## src/design/prereg_defs.svh

```systemverilog
`ifndef PREREG_DEFS_SVH
`define PREREG_DEFS_SVH

// Register byte addresses
`define A_STATUS 8'h00
`define A_MASK 8'h04
`define A_CTRL 8'h08
`define A_STATE 8'h0C

// Status and mask bit positions
`define B_OVC 0
`define B_SCG 1
`define B_SINK 2

// Control bit positions
`define C_SCOFF 0
`define C_SKOFF 1
`define C_UVR_LO 2
`define C_UVR_HI 4
`define C_THR_LO 8
`define C_THR_HI 11

// Reset values
`define CTRL_RST 32'h0000_0F04
`define MASK_RST 3'h7

// Sink-current persistence time
`define CLK_PERIOD_NS 5
`define SINK_TIME_NS 20000
`define SINK_CYC (`SINK_TIME_NS / `CLK_PERIOD_NS)

`endif

```

## src/design/prereg_pkg.sv

```systemverilog
package prereg_pkg;

  // Sequencer states, one-hot
  typedef enum logic [4:0] {
    ST_ACTIVE = 5'h01,
    ST_SC_HOLD = 5'h02,
    ST_SAFE = 5'h04,
    ST_RESET = 5'h08,
    ST_OFF = 5'h10
  } seq_state_e;

endpackage : prereg_pkg

```

## src/design/prereg_overcurrent_fault_response.sv

```systemverilog
`timescale 1ns/1ps
`include "prereg_defs.svh"

module prereg_overcurrent_fault_response #(
  parameter int RESET_TIMEOUT_CYC = 200000, // RESET state timeout
  parameter int TO_W = 18 // Timeout counter width
) (
  input wire logic clk, // System clock
  input wire logic sys_rst, // Synchronous reset, high
  input wire logic psel, // APB select
  input wire logic penable, // APB enable
  input wire logic pwrite, // APB write
  input wire logic [7:0] paddr, // APB byte address
  input wire logic [31:0] pwdata, // APB write data
  output logic [31:0] prdata, // APB read data
  output logic pready, // APB ready
  output logic pslverr, // APB error, unmapped address
  input wire logic hs_ovc_pin, // HS current above overload
  input wire logic ls_ovc_pin, // LS current above overload
  input wire logic hs_scg_pin, // HS current above short limit
  input wire logic ls_scg_pin, // LS current above short limit
  input wire logic ls_sink_pin, // LS sink current above limit
  input wire logic prereg_uv_ok_pin, // Preregulator above UV
  input wire logic outputs_below_uv_pin, // All outputs below UV
  input wire logic prereg_crit_pin, // Other critical condition
  input wire logic wake_pin, // Wake-up from OFF
  output logic wide_input_preregulator_en, // Preregulator enable
  output logic hs_force_off, // Force HS switch off
  output logic ls_force_on, // Force LS switch on
  output logic low_voltage_step_down_en, // Low-voltage buck enable
  output logic boost_en, // Boost enable
  output logic discharge_en, // Resistive discharge enable
  output logic interrupt_enable_drive_pin_n, // Pin, low asserts
  output logic irq, // Level interrupt
  output logic power_off // Device in OFF state
);

  if (RESET_TIMEOUT_CYC < 2 || RESET_TIMEOUT_CYC >= (1 << TO_W)) begin : g_chk
    $error("RESET_TIMEOUT_CYC does not fit TO_W");
  end

  localparam logic [TO_W-1:0] TO_LAST = TO_W'(RESET_TIMEOUT_CYC - 1); // Final count

  // Pin synchronisers
  logic [8:0] pin_vec; // Raw pins
  logic [8:0] sync1_reg; // First stage
  logic [8:0] sync2_reg; // Second stage, safe to use
  assign pin_vec = {wake_pin, prereg_crit_pin, outputs_below_uv_pin, prereg_uv_ok_pin,
                    ls_sink_pin, ls_scg_pin, hs_scg_pin, ls_ovc_pin, hs_ovc_pin};

  always_ff @(posedge clk) begin
    if (sys_rst) begin
      sync1_reg <= '0;
      sync2_reg <= '0;
    end else begin
      sync1_reg <= pin_vec;
      sync2_reg <= sync1_reg;
    end
  end

  // Synchronised events
  logic ovc_now; // Either switch above overload
  logic scg_now; // Either switch above short limit
  logic uv_ok; // Preregulator above UV
  logic below_uv; // All outputs discharged
  logic crit; // Critical condition
  logic wake; // Wake request
  logic sink_qual; // Sink event outside the start-up blank
  logic sink_exp; // Sink event persisted
  assign ovc_now = sync2_reg[0] | sync2_reg[1];
  assign scg_now = sync2_reg[2] | sync2_reg[3];
  assign uv_ok = sync2_reg[5];
  assign below_uv = sync2_reg[6];
  assign crit = sync2_reg[7];
  assign wake = sync2_reg[8];

  // Registers of the sequencer
  prereg_pkg::seq_state_e state_reg, state_next; // Sequencer state
  logic pre_en_reg, pre_en_next; // Preregulator enable
  logic hs_off_reg, hs_off_next; // HS forced off
  logic ls_on_reg, ls_on_next; // LS forced on
  logic lv_en_reg, lv_en_next; // Low-voltage buck enable
  logic bst_en_reg, bst_en_next; // Boost enable
  logic dis_reg, dis_next; // Discharge enable
  logic [1:0] latch_reg, latch_next; // Always-on fault latch {sink, short}
  logic [3:0] err_cnt_reg, err_cnt_next; // Device error counter
  logic [TO_W-1:0] to_cnt_reg, to_cnt_next; // RESET timeout counter
  logic [2:0] stat_set; // Hardware set of status flags
  logic [1:0] rpt_set; // Latch report at wake
  logic pin_set; // SAFE or threshold OFF entry pulls the pin low
  logic off_reg, off_next; // OFF state flag for the output

  // Registers seen by software
  logic [2:0] status_reg, status_next; // Sticky status, write 1 clears
  logic [2:0] mask_reg, mask_next; // Interrupt mask
  logic [31:0] ctrl_reg, ctrl_next; // Control
  logic pin_n_reg, pin_n_next; // Interrupt pin level, low asserts
  logic irq_reg, irq_next; // Interrupt output
  logic [31:0] rdata_reg, rdata_next; // Read data
  logic rdy_reg, rdy_next; // Ready
  logic err_reg, err_next; // Slave error
  logic [3:0] thr; // Power-down threshold
  assign thr = ctrl_reg[`C_THR_HI:`C_THR_LO];

  // Sink events are blanked while the output is still rising
  assign sink_qual = sync2_reg[4] & ~(pre_en_reg & ~uv_ok);

  // Sink persistence timer
  sink_timer #(
    .CNT_W(12),
    .LIMIT(`SINK_CYC)
  ) u_sink_timer (
    .clk(clk),
    .sys_rst(sys_rst),
    .active(sink_qual & pre_en_reg),
    .expired(sink_exp)
  );

  // Sequencer next state
  always_comb begin
    logic fault; // Leave on a fault
    logic fault_off; // Configured to go OFF
    logic [1:0] fault_lat; // Latch bit of that fault
    logic [3:0] cnt_inc; // Counter after increment
    fault = 1'b0;
    fault_off = 1'b0;
    fault_lat = 2'h0;
    cnt_inc = err_cnt_reg + 4'h1;
    state_next = state_reg;
    pre_en_next = pre_en_reg;
    hs_off_next = 1'b0;
    ls_on_next = 1'b0;
    lv_en_next = lv_en_reg;
    bst_en_next = bst_en_reg;
    dis_next = dis_reg;
    latch_next = latch_reg;
    err_cnt_next = err_cnt_reg;
    to_cnt_next = to_cnt_reg;
    stat_set = {sink_qual, 1'b0, ovc_now};
    rpt_set = 2'h0;
    pin_set = 1'b0;
    case (state_reg)
      prereg_pkg::ST_ACTIVE, prereg_pkg::ST_RESET: begin
        if (state_reg == prereg_pkg::ST_RESET) begin
          // Bring up the chain: preregulator, buck, then boost
          pre_en_next = ~crit;
          if (pre_en_reg && uv_ok) begin
            lv_en_next = 1'b1;
          end
          if (lv_en_reg) begin
            bst_en_next = 1'b1;
          end
          to_cnt_next = to_cnt_reg + 1'b1;
          if (bst_en_reg && pre_en_reg && uv_ok) begin
            state_next = prereg_pkg::ST_ACTIVE;
          end else if (to_cnt_reg == TO_LAST) begin
            // Never recovered: power down
            state_next = prereg_pkg::ST_OFF;
            pre_en_next = 1'b0;
            lv_en_next = 1'b0;
            bst_en_next = 1'b0;
            dis_next = 1'b1;
          end
        end
        if (scg_now) begin
          // HS off at once, LS on to drain the inductor
          state_next = prereg_pkg::ST_SC_HOLD;
          hs_off_next = 1'b1;
          ls_on_next = 1'b1;
        end else if (sink_exp) begin
          fault = 1'b1;
          fault_off = ctrl_reg[`C_SKOFF];
          fault_lat = 2'h2;
        end
      end
      prereg_pkg::ST_SC_HOLD: begin
        hs_off_next = 1'b1;
        ls_on_next = 1'b1;
        if (!ovc_now) begin
          // Current is back under overload: disable and report
          stat_set[`B_SCG] = 1'b1;
          fault = 1'b1;
          fault_off = ctrl_reg[`C_SCOFF];
          fault_lat = 2'h1;
        end
      end
      prereg_pkg::ST_SAFE: begin
        // Wait for discharge with a reset-class UV enabled
        if (below_uv && |ctrl_reg[`C_UVR_HI:`C_UVR_LO]) begin
          state_next = prereg_pkg::ST_RESET;
          pre_en_next = 1'b1;
          to_cnt_next = '0;
        end
      end
      prereg_pkg::ST_OFF: begin
        if (wake) begin
          // Hand the kept fault to software on power-up
          rpt_set = latch_reg;
          latch_next = 2'h0;
          state_next = prereg_pkg::ST_RESET;
          pre_en_next = 1'b1;
          dis_next = 1'b0;
          to_cnt_next = '0;
        end
      end
      default: begin
        state_next = prereg_pkg::ST_OFF;
      end
    endcase
    if (fault) begin
      // Every fault exit switches all regulators off
      pre_en_next = 1'b0;
      lv_en_next = 1'b0;
      bst_en_next = 1'b0;
      hs_off_next = 1'b0;
      ls_on_next = 1'b0;
      if (fault_off) begin
        state_next = prereg_pkg::ST_OFF;
        dis_next = 1'b1;
        latch_next = latch_reg | fault_lat;
      end else begin
        err_cnt_next = cnt_inc;
        pin_set = 1'b1;
        dis_next = 1'b0;
        state_next = (cnt_inc >= thr) ? prereg_pkg::ST_OFF : prereg_pkg::ST_SAFE;
      end
    end
    // Registered copy of the OFF state keeps the output off a decoder
    off_next = (state_next == prereg_pkg::ST_OFF);
  end

  // Sequencer registers
  always_ff @(posedge clk) begin
    if (sys_rst) begin
      state_reg <= prereg_pkg::ST_ACTIVE;
      pre_en_reg <= 1'b1;
      hs_off_reg <= 1'b0;
      ls_on_reg <= 1'b0;
      lv_en_reg <= 1'b1;
      bst_en_reg <= 1'b1;
      dis_reg <= 1'b0;
      latch_reg <= 2'h0;
      err_cnt_reg <= 4'h0;
      to_cnt_reg <= '0;
      off_reg <= 1'b0;
    end else begin
      state_reg <= state_next;
      pre_en_reg <= pre_en_next;
      hs_off_reg <= hs_off_next;
      ls_on_reg <= ls_on_next;
      lv_en_reg <= lv_en_next;
      bst_en_reg <= bst_en_next;
      dis_reg <= dis_next;
      latch_reg <= latch_next;
      err_cnt_reg <= err_cnt_next;
      to_cnt_reg <= to_cnt_next;
      off_reg <= off_next;
    end
  end

  // APB decode and software registers
  always_comb begin
    logic acc; // Access phase, not yet answered
    logic done; // Completing edge
    logic [2:0] clr; // Write-one-to-clear bits
    acc = psel & penable & ~rdy_reg;
    done = psel & penable & rdy_reg;
    clr = 3'h0;
    mask_next = mask_reg;
    ctrl_next = ctrl_reg;
    rdata_next = rdata_reg;
    rdy_next = acc;
    err_next = 1'b0;
    if (done && pwrite && paddr == `A_STATUS) begin
      clr = pwdata[2:0];
    end else if (done && pwrite && paddr == `A_MASK) begin
      mask_next = pwdata[2:0];
    end else if (done && pwrite && paddr == `A_CTRL) begin
      ctrl_next = {20'h0_0000, pwdata[`C_THR_HI:`C_THR_LO], 3'h0, pwdata[4:0]};
    end
    if (acc) begin
      rdata_next = 32'h0000_0000;
      if (paddr == `A_STATUS) begin
        rdata_next[2:0] = status_reg;
      end else if (paddr == `A_MASK) begin
        rdata_next[2:0] = mask_reg;
      end else if (paddr == `A_CTRL) begin
        rdata_next = ctrl_reg;
      end else if (paddr == `A_STATE) begin
        rdata_next = {14'h0000, latch_reg, 4'h0, err_cnt_reg, 3'h0, state_reg};
      end else begin
        err_next = 1'b1;
      end
    end
    // A new event wins over a clear in the same cycle
    status_next = (status_reg & ~clr) | stat_set | {rpt_set, 1'b0};
    pin_n_next = ~(pin_set | (~pin_n_reg & ~(|clr[2:1])));
    irq_next = |(status_reg & mask_reg);
  end

  // Software register bank
  always_ff @(posedge clk) begin
    if (sys_rst) begin
      status_reg <= 3'h0;
      mask_reg <= `MASK_RST;
      ctrl_reg <= `CTRL_RST;
      pin_n_reg <= 1'b1;
      irq_reg <= 1'b0;
      rdata_reg <= 32'h0000_0000;
      rdy_reg <= 1'b0;
      err_reg <= 1'b0;
    end else begin
      status_reg <= status_next;
      mask_reg <= mask_next;
      ctrl_reg <= ctrl_next;
      pin_n_reg <= pin_n_next;
      irq_reg <= irq_next;
      rdata_reg <= rdata_next;
      rdy_reg <= rdy_next;
      err_reg <= err_next;
    end
  end

  // Outputs straight from flops
  assign prdata = rdata_reg;
  assign pready = rdy_reg;
  assign pslverr = err_reg;
  assign wide_input_preregulator_en = pre_en_reg;
  assign hs_force_off = hs_off_reg;
  assign ls_force_on = ls_on_reg;
  assign low_voltage_step_down_en = lv_en_reg;
  assign boost_en = bst_en_reg;
  assign discharge_en = dis_reg;
  assign interrupt_enable_drive_pin_n = pin_n_reg;
  assign irq = irq_reg;
  assign power_off = off_reg;
endmodule : prereg_overcurrent_fault_response

```

## src/design/sink_timer.sv

```systemverilog
`timescale 1ns/1ps
`include "prereg_defs.svh"

module sink_timer #(
  parameter int CNT_W = 12,
  parameter int LIMIT = `SINK_CYC
) (
  input wire logic clk, // System clock
  input wire logic sys_rst, // Synchronous reset
  input wire logic active, // Qualified sink event present
  output logic expired // Event lasted LIMIT cycles
);

  // Refuse a limit the counter cannot reach
  if (LIMIT < 2 || LIMIT >= (1 << CNT_W)) begin : g_chk
    $error("sink_timer: LIMIT does not fit CNT_W");
  end

  localparam logic [CNT_W-1:0] LAST = CNT_W'(LIMIT - 1); // Final count

  logic [CNT_W-1:0] count_reg; // Cycles the event has lasted
  logic [CNT_W-1:0] count_next;
  logic expired_reg; // Registered expiry level
  logic expired_next;

  // Count while the event holds, restart when it drops
  always_comb begin
    count_next = '0;
    expired_next = 1'b0;
    if (active) begin
      count_next = (count_reg == LAST) ? count_reg : count_reg + 1'b1;
      expired_next = (count_reg == LAST);
    end
  end

  // Register the counter
  always_ff @(posedge clk) begin
    if (sys_rst) begin
      count_reg <= '0;
      expired_reg <= 1'b0;
    end else begin
      count_reg <= count_next;
      expired_reg <= expired_next;
    end
  end

  assign expired = expired_reg;

endmodule : sink_timer

```

## config.mk

```make
export PLATFORM = sky130hd
export DESIGN_NAME = prereg_overcurrent_fault_response
export DESIGN_NICKNAME = d
export VERILOG_FILES = /design/src/design/prereg_pkg.sv /design/src/design/prereg_overcurrent_fault_response.sv /design/src/design/sink_timer.sv
export VERILOG_INCLUDE_DIRS = /design/src /design/src/design
export SDC_FILE = /design/constraint.sdc
export NUM_CORES = 1
export LEC_CHECK = 0
export BUFFER_PORTS_ARGS = -buffer_cell sky130_fd_sc_hd__clkbuf_2
export CORE_UTILIZATION = 40
export CTS_CLUSTER_SIZE = 10
export DETAILED_ROUTE_END_ITERATION = 16
export PLACE_DENSITY = 0.6
export SYNTH_ARGS = -nofsm -noshare
export SYNTH_HDL_FRONTEND = slang
export SYNTH_SLANG_ARGS = --single-unit
```

## constraint.sdc

```tcl
create_clock -name clk -period 4.5 [get_ports clk]
set_input_delay 0.675 -clock clk [delete_from_list [all_inputs] [get_ports clk]]
set_output_delay 0.675 -clock clk [all_outputs]
set_load 0.01 [all_outputs]
```

Yosys cells after proc, flatten, opt, wreduce, memory -nomap -nowiden
Index checks and enable logic that the tools add are counted.
{"block": "classes", "add_sub_neg": 3, "n_lt_le_gt_ge": 1, "n_eq_ne": 19, "muxes": 71, "bitwise": 28, "reduce_logical": 28}
{"operator": "2-to-1 mux 18 bit", "n": 5}
{"operator": "one-hot mux 18 bit (3 select lines)", "n": 1}
{"operator": "2-to-1 mux 5 bit", "n": 9}
{"operator": "2-to-1 mux 1 bit", "n": 36}
{"operator": "2-to-1 mux 29 bit", "n": 1}
{"operator": "one-hot mux 5 bit (4 select lines)", "n": 1}
{"operator": "adder 18 x 1 -> 18 bit, second input constant", "n": 1}
{"operator": "equality test 18 bit, second input constant", "n": 1}
{"operator": "equality test 8 x 4 -> 1 bit, second input constant", "n": 2}
{"operator": "2-to-1 mux 2 bit", "n": 8}
{"operator": "2-to-1 mux 15 bit", "n": 1}
{"operator": "!= test 3 bit, second input constant", "n": 5}
{"operator": "adder 12 x 1 -> 12 bit, second input constant", "n": 1}
{"operator": "equality test 12 bit, second input constant", "n": 1}
{"operator": "NOT 1 bit", "n": 12}
{"operator": "equality test 5 bit, second input constant", "n": 2}
{"operator": "2-to-1 mux 3 bit", "n": 3}
{"operator": "equality test 8 x 3 -> 1 bit, second input constant", "n": 1}
{"operator": "logical AND 1 bit", "n": 8}
{"operator": "zero test 8 bit", "n": 1}
{"operator": "one-hot mux 1 bit (2 select lines)", "n": 4}
{"operator": "AND reduction 4 bit", "n": 2}
{"operator": "OR reduction 2 bit", "n": 4}
{"operator": "bitwise AND 1 bit", "n": 7}
{"operator": "22 further kinds", "n": 33}
{"block": "word_totals", "regBits": 117, "input_bits": 54, "wordCells": 172}

Logic depth before layout (Yosys ltp)
Gate-level depths: netlist of the first run.
{"block": "logic_depth", "ltp_word": 10, "mapped_depth": 8, "ltp_nobuf": 8}

Hierarchy
From an unflattened synthesis of the first run, not the netlist that was laid out.
{"block": "hier_totals", "cells_unflattened": 536, "hier_area_um2": 4594.4}
{"mod": "prereg_overcurrent_fault_response", "instances": 1, "cells_per_inst": 466, "area_per_inst_um2": 3973.8, "seq_area_each_um2": 1661.6}
{"mod": "sink_timer", "instances": 1, "cells_per_inst": 70, "area_per_inst_um2": 620.6, "seq_area_each_um2": 260.2}

Worst setup path before layout of the first run
Ideal clock, no wire load.
{"block": "synth_path", "path_type": "reg2reg", "startpoint": "register err_cnt_reg[0]", "endpoint": "register off_reg (netlist: power_off)", "arrival_ps": 1858, "required_time_ps": 4380, "setup_slack_ps": 2522, "path_stages_with_launch": 7, "n_path_buf": 0, "path_cell_list": "dfxtp_1 > ha_1 > ha_1 > a2111oi_0 > o21bai_1 > a22o_2 > o2bb2ai_1"}
{"block": "synth_via", "elab_chain_cells": 6}
{"item": "from (decl)", "line": "prereg_overcurrent_fault_response.sv:86", "rtl": "logic [3:0] err_cnt_reg, err_cnt_next;"}
{"item": "from (signal assigned)", "line": "prereg_overcurrent_fault_response.sv:255", "rtl": "err_cnt_reg <= err_cnt_next;"}
{"item": "adder 4 x 1 -> 4 bit", "line": "prereg_overcurrent_fault_response.sv:128", "rtl": "cnt_inc = err_cnt_reg + 4'h1;"}
{"item": ">= comparator 4 bit", "line": "prereg_overcurrent_fault_response.sv:225", "rtl": "state_next = (cnt_inc >= thr) ? prereg_pkg::ST_OFF : prereg_pkg::ST_SAFE;"}
{"item": "2-to-1 mux 5 bit", "line": "prereg_overcurrent_fault_response.sv:225"}
{"item": "2-to-1 mux 5 bit", "line": "prereg_overcurrent_fault_response.sv:217", "rtl": "if (fault_off) begin"}
{"item": "2-to-1 mux 5 bit", "line": "prereg_overcurrent_fault_response.sv:210", "rtl": "if (fault) begin"}
{"item": "equality test 5 bit", "line": "prereg_overcurrent_fault_response.sv:229", "rtl": "off_next = (state_next == prereg_pkg::ST_OFF);"}
{"item": "to (signal assigned)", "line": "prereg_overcurrent_fault_response.sv:257", "rtl": "off_reg <= off_next;"}
{"item": "to (decl)", "line": "prereg_overcurrent_fault_response.sv:91", "rtl": "logic off_reg, off_next;"}
No other way between the ends.
A chain may end at the register's enable or synchronous reset.

Worst setup path in the final report of the first run
{"block": "layout_path", "startpoint": "register state_reg[0]", "endpoint": "register to_cnt_reg[5]"}
{"block": "layout_via", "elab_chain_cells": 4, "word_cells_on_any_way": 11}
{"item": "from (decl)", "line": "prereg_overcurrent_fault_response.sv:78", "rtl": "prereg_pkg::seq_state_e state_reg, state_next;"}
{"item": "from (signal assigned)", "line": "prereg_overcurrent_fault_response.sv:235", "rtl": "state_reg <= prereg_pkg::ST_ACTIVE;"}
{"item": "from (signal assigned)", "line": "prereg_overcurrent_fault_response.sv:247", "rtl": "state_reg <= state_next;"}
{"item": "equality test 5 x 4 -> 1 bit or equality test 5 x 1 -> 1 bit (tied branches)", "line": "prereg_overcurrent_fault_response.sv:142, prereg_overcurrent_fault_response.sv:144"}
{"item": "OR reduction 2 bit", "line": "prereg_overcurrent_fault_response.sv:142", "rtl": "case (state_reg)"}
{"item": "!= test 2 bit (no source line) or nonzero test 3 bit (tied branches)"}
{"item": "AND reduction 4 bit (no source line)"}
{"item": "to (signal assigned)", "line": "prereg_overcurrent_fault_response.sv:256", "rtl": "to_cnt_reg <= to_cnt_next;"}
{"item": "to (decl)", "line": "prereg_overcurrent_fault_response.sv:87", "rtl": "logic [TO_W-1:0] to_cnt_reg, to_cnt_next;"}
Parallel ways exist; a longest one is shown, timed or not.

==> results by group, run 1 <==
GRT
  – M3 GR Usage: 0.0357
  – First-pass GRT wire length: 15,600 um
  – GR Util met2: 0.247
  – GRT Total Usage: 0.175
  – Pin count of the biggest net entering global routing: 29
  – Vias in the first global route: 3,228
  – Grt total ovfl: 0
  – Met1 global-route usage: 0.247
  – Initial antenna violation count: 0
  – Most used routing layer: met2

Worst setup path
  – Critical path arrival: between 2000 and 3000 ps
  – Worst path slowest cell: a311o_1
  – R2R setup slack: 1880 ps
  – Max FO, Critical Path: 18
  – Setup CP Type: reg2reg
  – Worst endpoint required time: 4790 ps
  – Reg2Reg Depth: 5
  – Largest stage delay, worst path: about 740 ps
  – Critical path capture point type: register
  – R2R Path Start: state_reg[0]$_SDFF_PP1_
  – WP buf/inv: 0
  – Critical path depth in cells: 5
  – R2r endpoint: to_cnt_reg[5]$_SDFFE_PP0P_
  – Critical path's top delay family: simple AND/OR/NAND/NOR gates
  – Type of origin of the critical path: register
  – CP cell instances: or2_2 -> nor4_1 -> a311o_1 -> o22ai_1 -> o2bb2ai_1

Synthesis
  – EDFF count, synth: 0
  – Simple-gate area share of the yosys netlist: 0.282
  – Largest cells by area after synthesis: dfxtp_1, nor2_1, nand2_1
  – Most frequent cell after synthesis: dfxtp_1
  – Ys flop type: dfxtp_1
  – Avg Inst Size Synth: between 8 and 9 um^2
  – Cell taking the most area after synthesis: dfxtp_1
  – Yosys warnings: 0
  – Synth top area share: 0.431
  – Mapped cell area: around 4500 um^2
  – Post-Synth Adder-Cell Area: 0.0197
  – Post-synthesis xor/xnor area fraction: 0.0570
  – Asr flop ratio synth: 0
  – Synthesized instance count: about 500
  – Post-synthesis mux area share: 0.0143
  – Post-synthesis sequential element count: 96
  – Largest family of logic cells by synthesized area: simple AND/OR/NAND/NOR gates
  – Post-synthesis sequential area ratio: 0.431
  – Top cells by count, synth: dfxtp_1, nor2_1, nand2_1
  – Unique cell type count in the Yosys netlist: 61
  – Synth Area in Compound Gates: 0.120

Final layout
  – Antenna Diode Count: 0
  – Max reg flops: 18
  – Final #Nets: roughly 610
  – Fill cell count: 1,098
  – Area Overhead vs Synth: 10.1%
  – Layout Utilization: 0.453
  – Final Cell Area: 4910 um^2
  – Layout cell share with drive strength beyond 1: 0.162

Routing
  – Vias: 3,633
  – Iter 0 DRT Violations: 190
  – Vias per cell: 5.22
  – Antenna Nets Post-Route: 0
  – TritonRoute pass-1 iters: 6
  – Total wire length: about 9400 um
  – Detailed-route DRC error count: 0
  – Wirelength per Cell: 13.6 um

STA
  – Setup_tns: 0 ps
  – Final hold violations: 0
  – Max Fclk: 381 MHz
  – RSZ-0062 raised after global routing: no
  – Skew final: ~13 ps
  – Tcrit/Tclk final: 0.583
  – Worst slew pin tran: 794 ps
  – Max_slew headroom: 0.470
  – Post-layout min period: 2620 ps
  – Finish-stage setup viols: 0
  – Slew Viols, Final: 0

Min path
  – Hold WC Path Type: reg2reg
  – Sink of the worst hold path: sync2_reg[5]$_SDFF_PP0_
  – Hold Path Stages: 1
  – Hold path startpoint: sync1_reg[5]$_SDFF_PP0_

Floorplan
  – Initial Utilization: 0.411
  – Height of the die: ~110 um
  – Std cell rows: 38
  – Die Width: 108 um
  – CORE AREA: 10,800 um^2
  – Ports: 97
  – Die area: between 10,000 and 15,000 um^2

Clock network
  – Num CTS Buffers: 9
  – Worst skew pair latency: ~380 ps
  – Hold Buf Count CTS: 0
  – CTS clk-pin slew, worst paths: 100 ps
  – Sink Count: 96
  – PostCTS Resize Cnt: 0
  – Maximum clock path buffer count: 2
  – Setup bufs post-CTS: 0
  – TritonCTS clock tree: built
  – H-tree levels: 3
  – Clock Tree Root: clkbuf_8

Pwr
  – Clock power frac: 0.388
  – Overall power: 0.00162 W
  – Switching fraction of total power: 0.244
  – Sw Pwr: 0.000395 W
  – Leak: 1.92 nW
  – Max IR drop VDD: 0.181 mV
  – Flop pwr share: 0.545
  – PwrDens: 330 nW/um^2
  – Pint: 0.00122 W
  – Combinational share of power: 0.067

Place
  – Final GP Congestion: between 0.8 and 0.9
  – Number of port buffers: 52
  – Area post-placement: 4690 um^2
  – Post-DP HPWL: just under 7000 um

Outcome
  – Outcome: finished, final reports clean

Flow run
  – Max_cap viols: 0
[worst max-delay path by stage]
stage	end	start	slack, ps
floorplan	power_off$_SDFF_PP0_	err_cnt_reg[0]$_SDFFE_PP0P_	2520
global route	to_cnt_reg[5]$_SDFFE_PP0P_	state_reg[0]$_SDFF_PP1_	1650
finish	to_cnt_reg[5]$_SDFFE_PP0P_	state_reg[0]$_SDFF_PP1_	1880
detailed placement	to_cnt_reg[5]$_SDFFE_PP0P_	state_reg[0]$_SDFF_PP1_	1860
CTS	to_cnt_reg[5]$_SDFFE_PP0P_	state_reg[0]$_SDFF_PP1_	1850
global placement	to_cnt_reg[5]$_SDFFE_PP0P_	state_reg[0]$_SDFF_PP1_	1920
[cell families (layout without fill, tap and decap cells)]
group,Yosys count,after routing
AND/OR/NAND/NOR,232,232
flip-flops,96,96
AO/OA/AOI/OAI,84,84
buffers and inverters,59,81
XOR/XNOR,29,29
adder cells (fa/ha/maj),7,7
multiplexers,6,6
other,1,21
[power by group through the flow]
stage | combinational [W] | clock [W] | sequential [W]
after global routing | 0.000122 | 0.000682 | 0.000884
final | 0.000108 | 0.000628 | 0.000881
after global placement | 0.000106 | 0 | 0.000900
after detailed placement | 0.000108 | 0 | 0.000900
after CTS | 0.000109 | 0.000644 | 0.000881
after floorplan | 0.0000939 | 0 | 0.000895
[per-layer routing]
| metal | share of wire | vias up |
|---|---|---|
| li1 | - | 1824 |
| met1 | 0.49 | 1695 |
| met2 | 0.43 | 96 |
| met3 | 0.051 | 18 |
| met4 | 0.025 | 0 |
| met5 | 0 | - |
[cells in the final DEF, fill, tap and decap left out, types with 7 or more instances in the layout]
cell type / count
dfxtp_1: 96
ha_1: 7
nand2_1: 49
clkbuf_2: 52
nor3_1: 15
xnor2_1: 17
o21ai_0: 24
nand3_1: 34
or3_1: 7
nor2_1: 51
conb_1: 21
nand4_1: 11
clkbuf_8: 9
a21oi_1: 26
xor2_1: 12
nor2b_1: 21
inv_1: 12
[per-stage QoR]
step                std cells  hold WS (ps)  setup WS (ps)
CTS                       696           441           1850
finish                    696           441           1880
floorplan                 534           414           2520
detailed placement        680           424           1860
global route              696           463           1650
global placement          680           425           1920
[final cells by class]
type	instances	area [um^2]	share of cell area
Multi-Input combinational cell	379	2280	0.464
Sequential cell	96	1920	0.392
Timing Repair Buffer	53	268	0.0546
Tap cell	140	175	0.0357
Clock buffer	10	128	0.0260
Clock inverter	6	92.6	0.0189
Inverter	12	45.0	0.00918
No activity file was read; power rests on OpenSTA's default activity.
==> run 2, diff against run 1 <==
PLACE_DENSITY = 0.62   (was 0.6)
clock period = 2.36 ns   (was 4.5 ns; I/O delays follow)
==> run 2 against run 1 <==
  * Critical path type unchanged
  * Clock power grew 77%
  * Routed wire length shrank 1.5%
  * Combinational power grew 100%
==> results by group, run 2 (synthesis gave the netlist of run 1 again) <==
Final layout
  – Register area: 1920 um^2 (unchanged)
  – Commonest non-fill, non-tap cells in the layout: dfxtp_1, clkbuf_2, nor2_1, nand2_1, nand3_1
  – Layout Cells excl Fill: 706 (+1.4%)
  – Max reg flops: 18 (unchanged)
  – Final #Nets: 622 (+1.6%)
  – Multi-input logic area: 2280 um^2 (unchanged)
  – Area Overhead vs Synth: 11.5%
  – Most common cell after layout, fill and taps aside: dfxtp_1
  – Antenna Diode Count: 0 (unchanged)
  – Layout cell share with drive strength beyond 1: 0.178 (+0.0166)
  – Fill cell count: 1,082 (-1.5%)

STA
  – Max_slew headroom: 0.535 (+0.0650)
  – Slew Viols, Final: 0 (unchanged)
  – Final hold violations: 0 (unchanged)
  – Worst slew pin tran: 694 ps (-100 ps)
  – Tcrit/Tclk final: 0.915 (+0.332)
  – RSZ-0062 raised after global routing: no
  – Finish-stage setup viols: 0 (unchanged)
  – Post-layout min period: 2160 ps (-463 ps)
  – Skew final: 8.71 ps (-4.16 ps)
  – Max Fclk: 463 MHz (+21%)
  – Setup_tns: 0 ps (unchanged)

Worst setup path
  – Worst endpoint required time: 2610 ps (-2180 ps)
  – Critical path arrival: 2410 ps (-500 ps)
  – Type of origin of the critical path: register
  – Critical path capture point type: register
  – Setup CP Type: reg2reg
  – Max FO, Critical Path: 5 (-13)

Routing
  – TritonRoute pass-1 iters: 4 (-2)
  – Wirelength per Cell: 13.2 um (-2.9%)
  – Vias: 3,635 (+0.055%)
  – Iter 0 DRT Violations: 169 (-11%)
  – Antenna Nets Post-Route: 0 (unchanged)
  – Detailed-route DRC error count: 0 (unchanged)
  – Vias per cell: 5.15 (-1.4%)
  – Total wire length: 9290 um (-1.5%)

Floorplan
  – Ports: 97 (unchanged)
  – Height of the die: 108 um (unchanged)
  – Std cell rows: 38 (unchanged)
  – Die area: 11,600 um^2 (unchanged)
  – CORE AREA: 10,800 um^2 (unchanged)
  – Die Width: 108 um (unchanged)
  – Initial Utilization: 0.411 (unchanged)

Clock network
  – Maximum clock path buffer count: 2 (unchanged)
  – Num CTS Buffers: 9 (unchanged)
  – Worst skew pair latency: 360 ps (-20 ps)
  – Setup bufs post-CTS: 0 (unchanged)
  – Hold Buf Count CTS: 0 (unchanged)
  – TritonCTS clock tree: built
  – Clock Tree Root: clkbuf_8
  – CTS clk-pin slew, worst paths: 90 ps (about the same)
  – PostCTS Resize Cnt: 0 (unchanged)
  – H-tree levels: 3 (unchanged)
  – Sink Count: 96 (unchanged)

GRT
  – Pin count of the biggest net entering global routing: 50 (+72%)
  – Vias in the first global route: 3,357 (+4.0%)
  – Grt total ovfl: 0 (unchanged)
  – Initial antenna violation count: 0 (unchanged)
  – First-pass GRT wire length: 15,700 um (+1.1%)
  – GRT Total Usage: 0.173 (-0.00192)

Place
  – Placed Cells: 690 (+1.5%)
  – Final GP Congestion: 0.865 (+5.9%)
  – Number of port buffers: 52 (unchanged)
  – Post-DP HPWL: 6840 um (-0.50%)

Min path
  – Hold WC Path Type: in2reg

Pwr
  – Max IR drop VDD: 0.318 mV (+75%)
  – PwrDens: 604 nW/um^2 (+83%)
  – Leak: 1.96 nW (+2.5%)
  – Overall power: 0.00300 W (+86%)

Outcome
  – Outcome: finished, final reports clean

Flow run
  – Max_cap viols: 0 (unchanged)
run 2: per-layer routing:
metal / vias up / share of wire / track usage / wire length [um]
met3: 8 / 0.051 / 0.0327 / 477
met5: - / 0 / 0 / 0
met1: 1687 / 0.48 / 0.237 / 4460
met2: 93 / 0.46 / 0.267 / 4260
li1: 1847 / - / - / -
met4: 0 / 0.0098 / 0.0675 / 91
run 2: stage by stage:
step	setup slack (ps)	hold WS [ps]	util	area (um^2)
final	201	197	0.458	4970
after global routing	6.25	191	0.458	4970
after CTS	166	184	0.458	4970
after detailed placement	208	423	0.439	4760
after global placement	187	425	0.439	4760
after floorplan	382	414	-	4530
run 2: final cells by class:
type	count	area share
multi-input combinational	379	0.458
sequential	96	0.387
timing repair buffer	63	0.0690
tap	140	0.0353
clock buffer	10	0.0277
clock inverter	6	0.0139
inverter	12	0.00907
run 2: worst paths after layout:
| check | startpoint | endpoint | cells past startpoint | slack [ps] |
|---|---|---|---|---|
| worst min-delay path | outputs_below_uv_pin | sync1_reg[6]$_SDFF_PP0_ | 2 | 200 |
| worst min register to register | sync1_reg[6]$_SDFF_PP0_ | sync2_reg[6]$_SDFF_PP0_ | 1 | 440 |
| worst max-delay path | err_cnt_reg[0]$_SDFFE_PP0P_ | power_off$_SDFF_PP0_ | 7 | 200 |
| worst max register to register | err_cnt_reg[0]$_SDFFE_PP0P_ | power_off$_SDFF_PP0_ | 7 | 200 |
run 2: power breakdown:
part / internal (W) / switching [W] / leakage [nW]
Sequential: 0.00165 / 0.0000228 / 0.780
Combinational: 0.0000837 / 0.000135 / 1.08
Clock: 0.000523 / 0.000585 / 0.102
Total: 0.00226 / 0.000743 / 1.96
run 2: critical path: stages, from the launching register on:
cell       delay (ps)
dfxtp_1           420
ha_1              280
ha_1              280
a2111oi_0         400
buf_4             190
o21bai_1           70
a22o_2            290
o2bb2ai_1         130
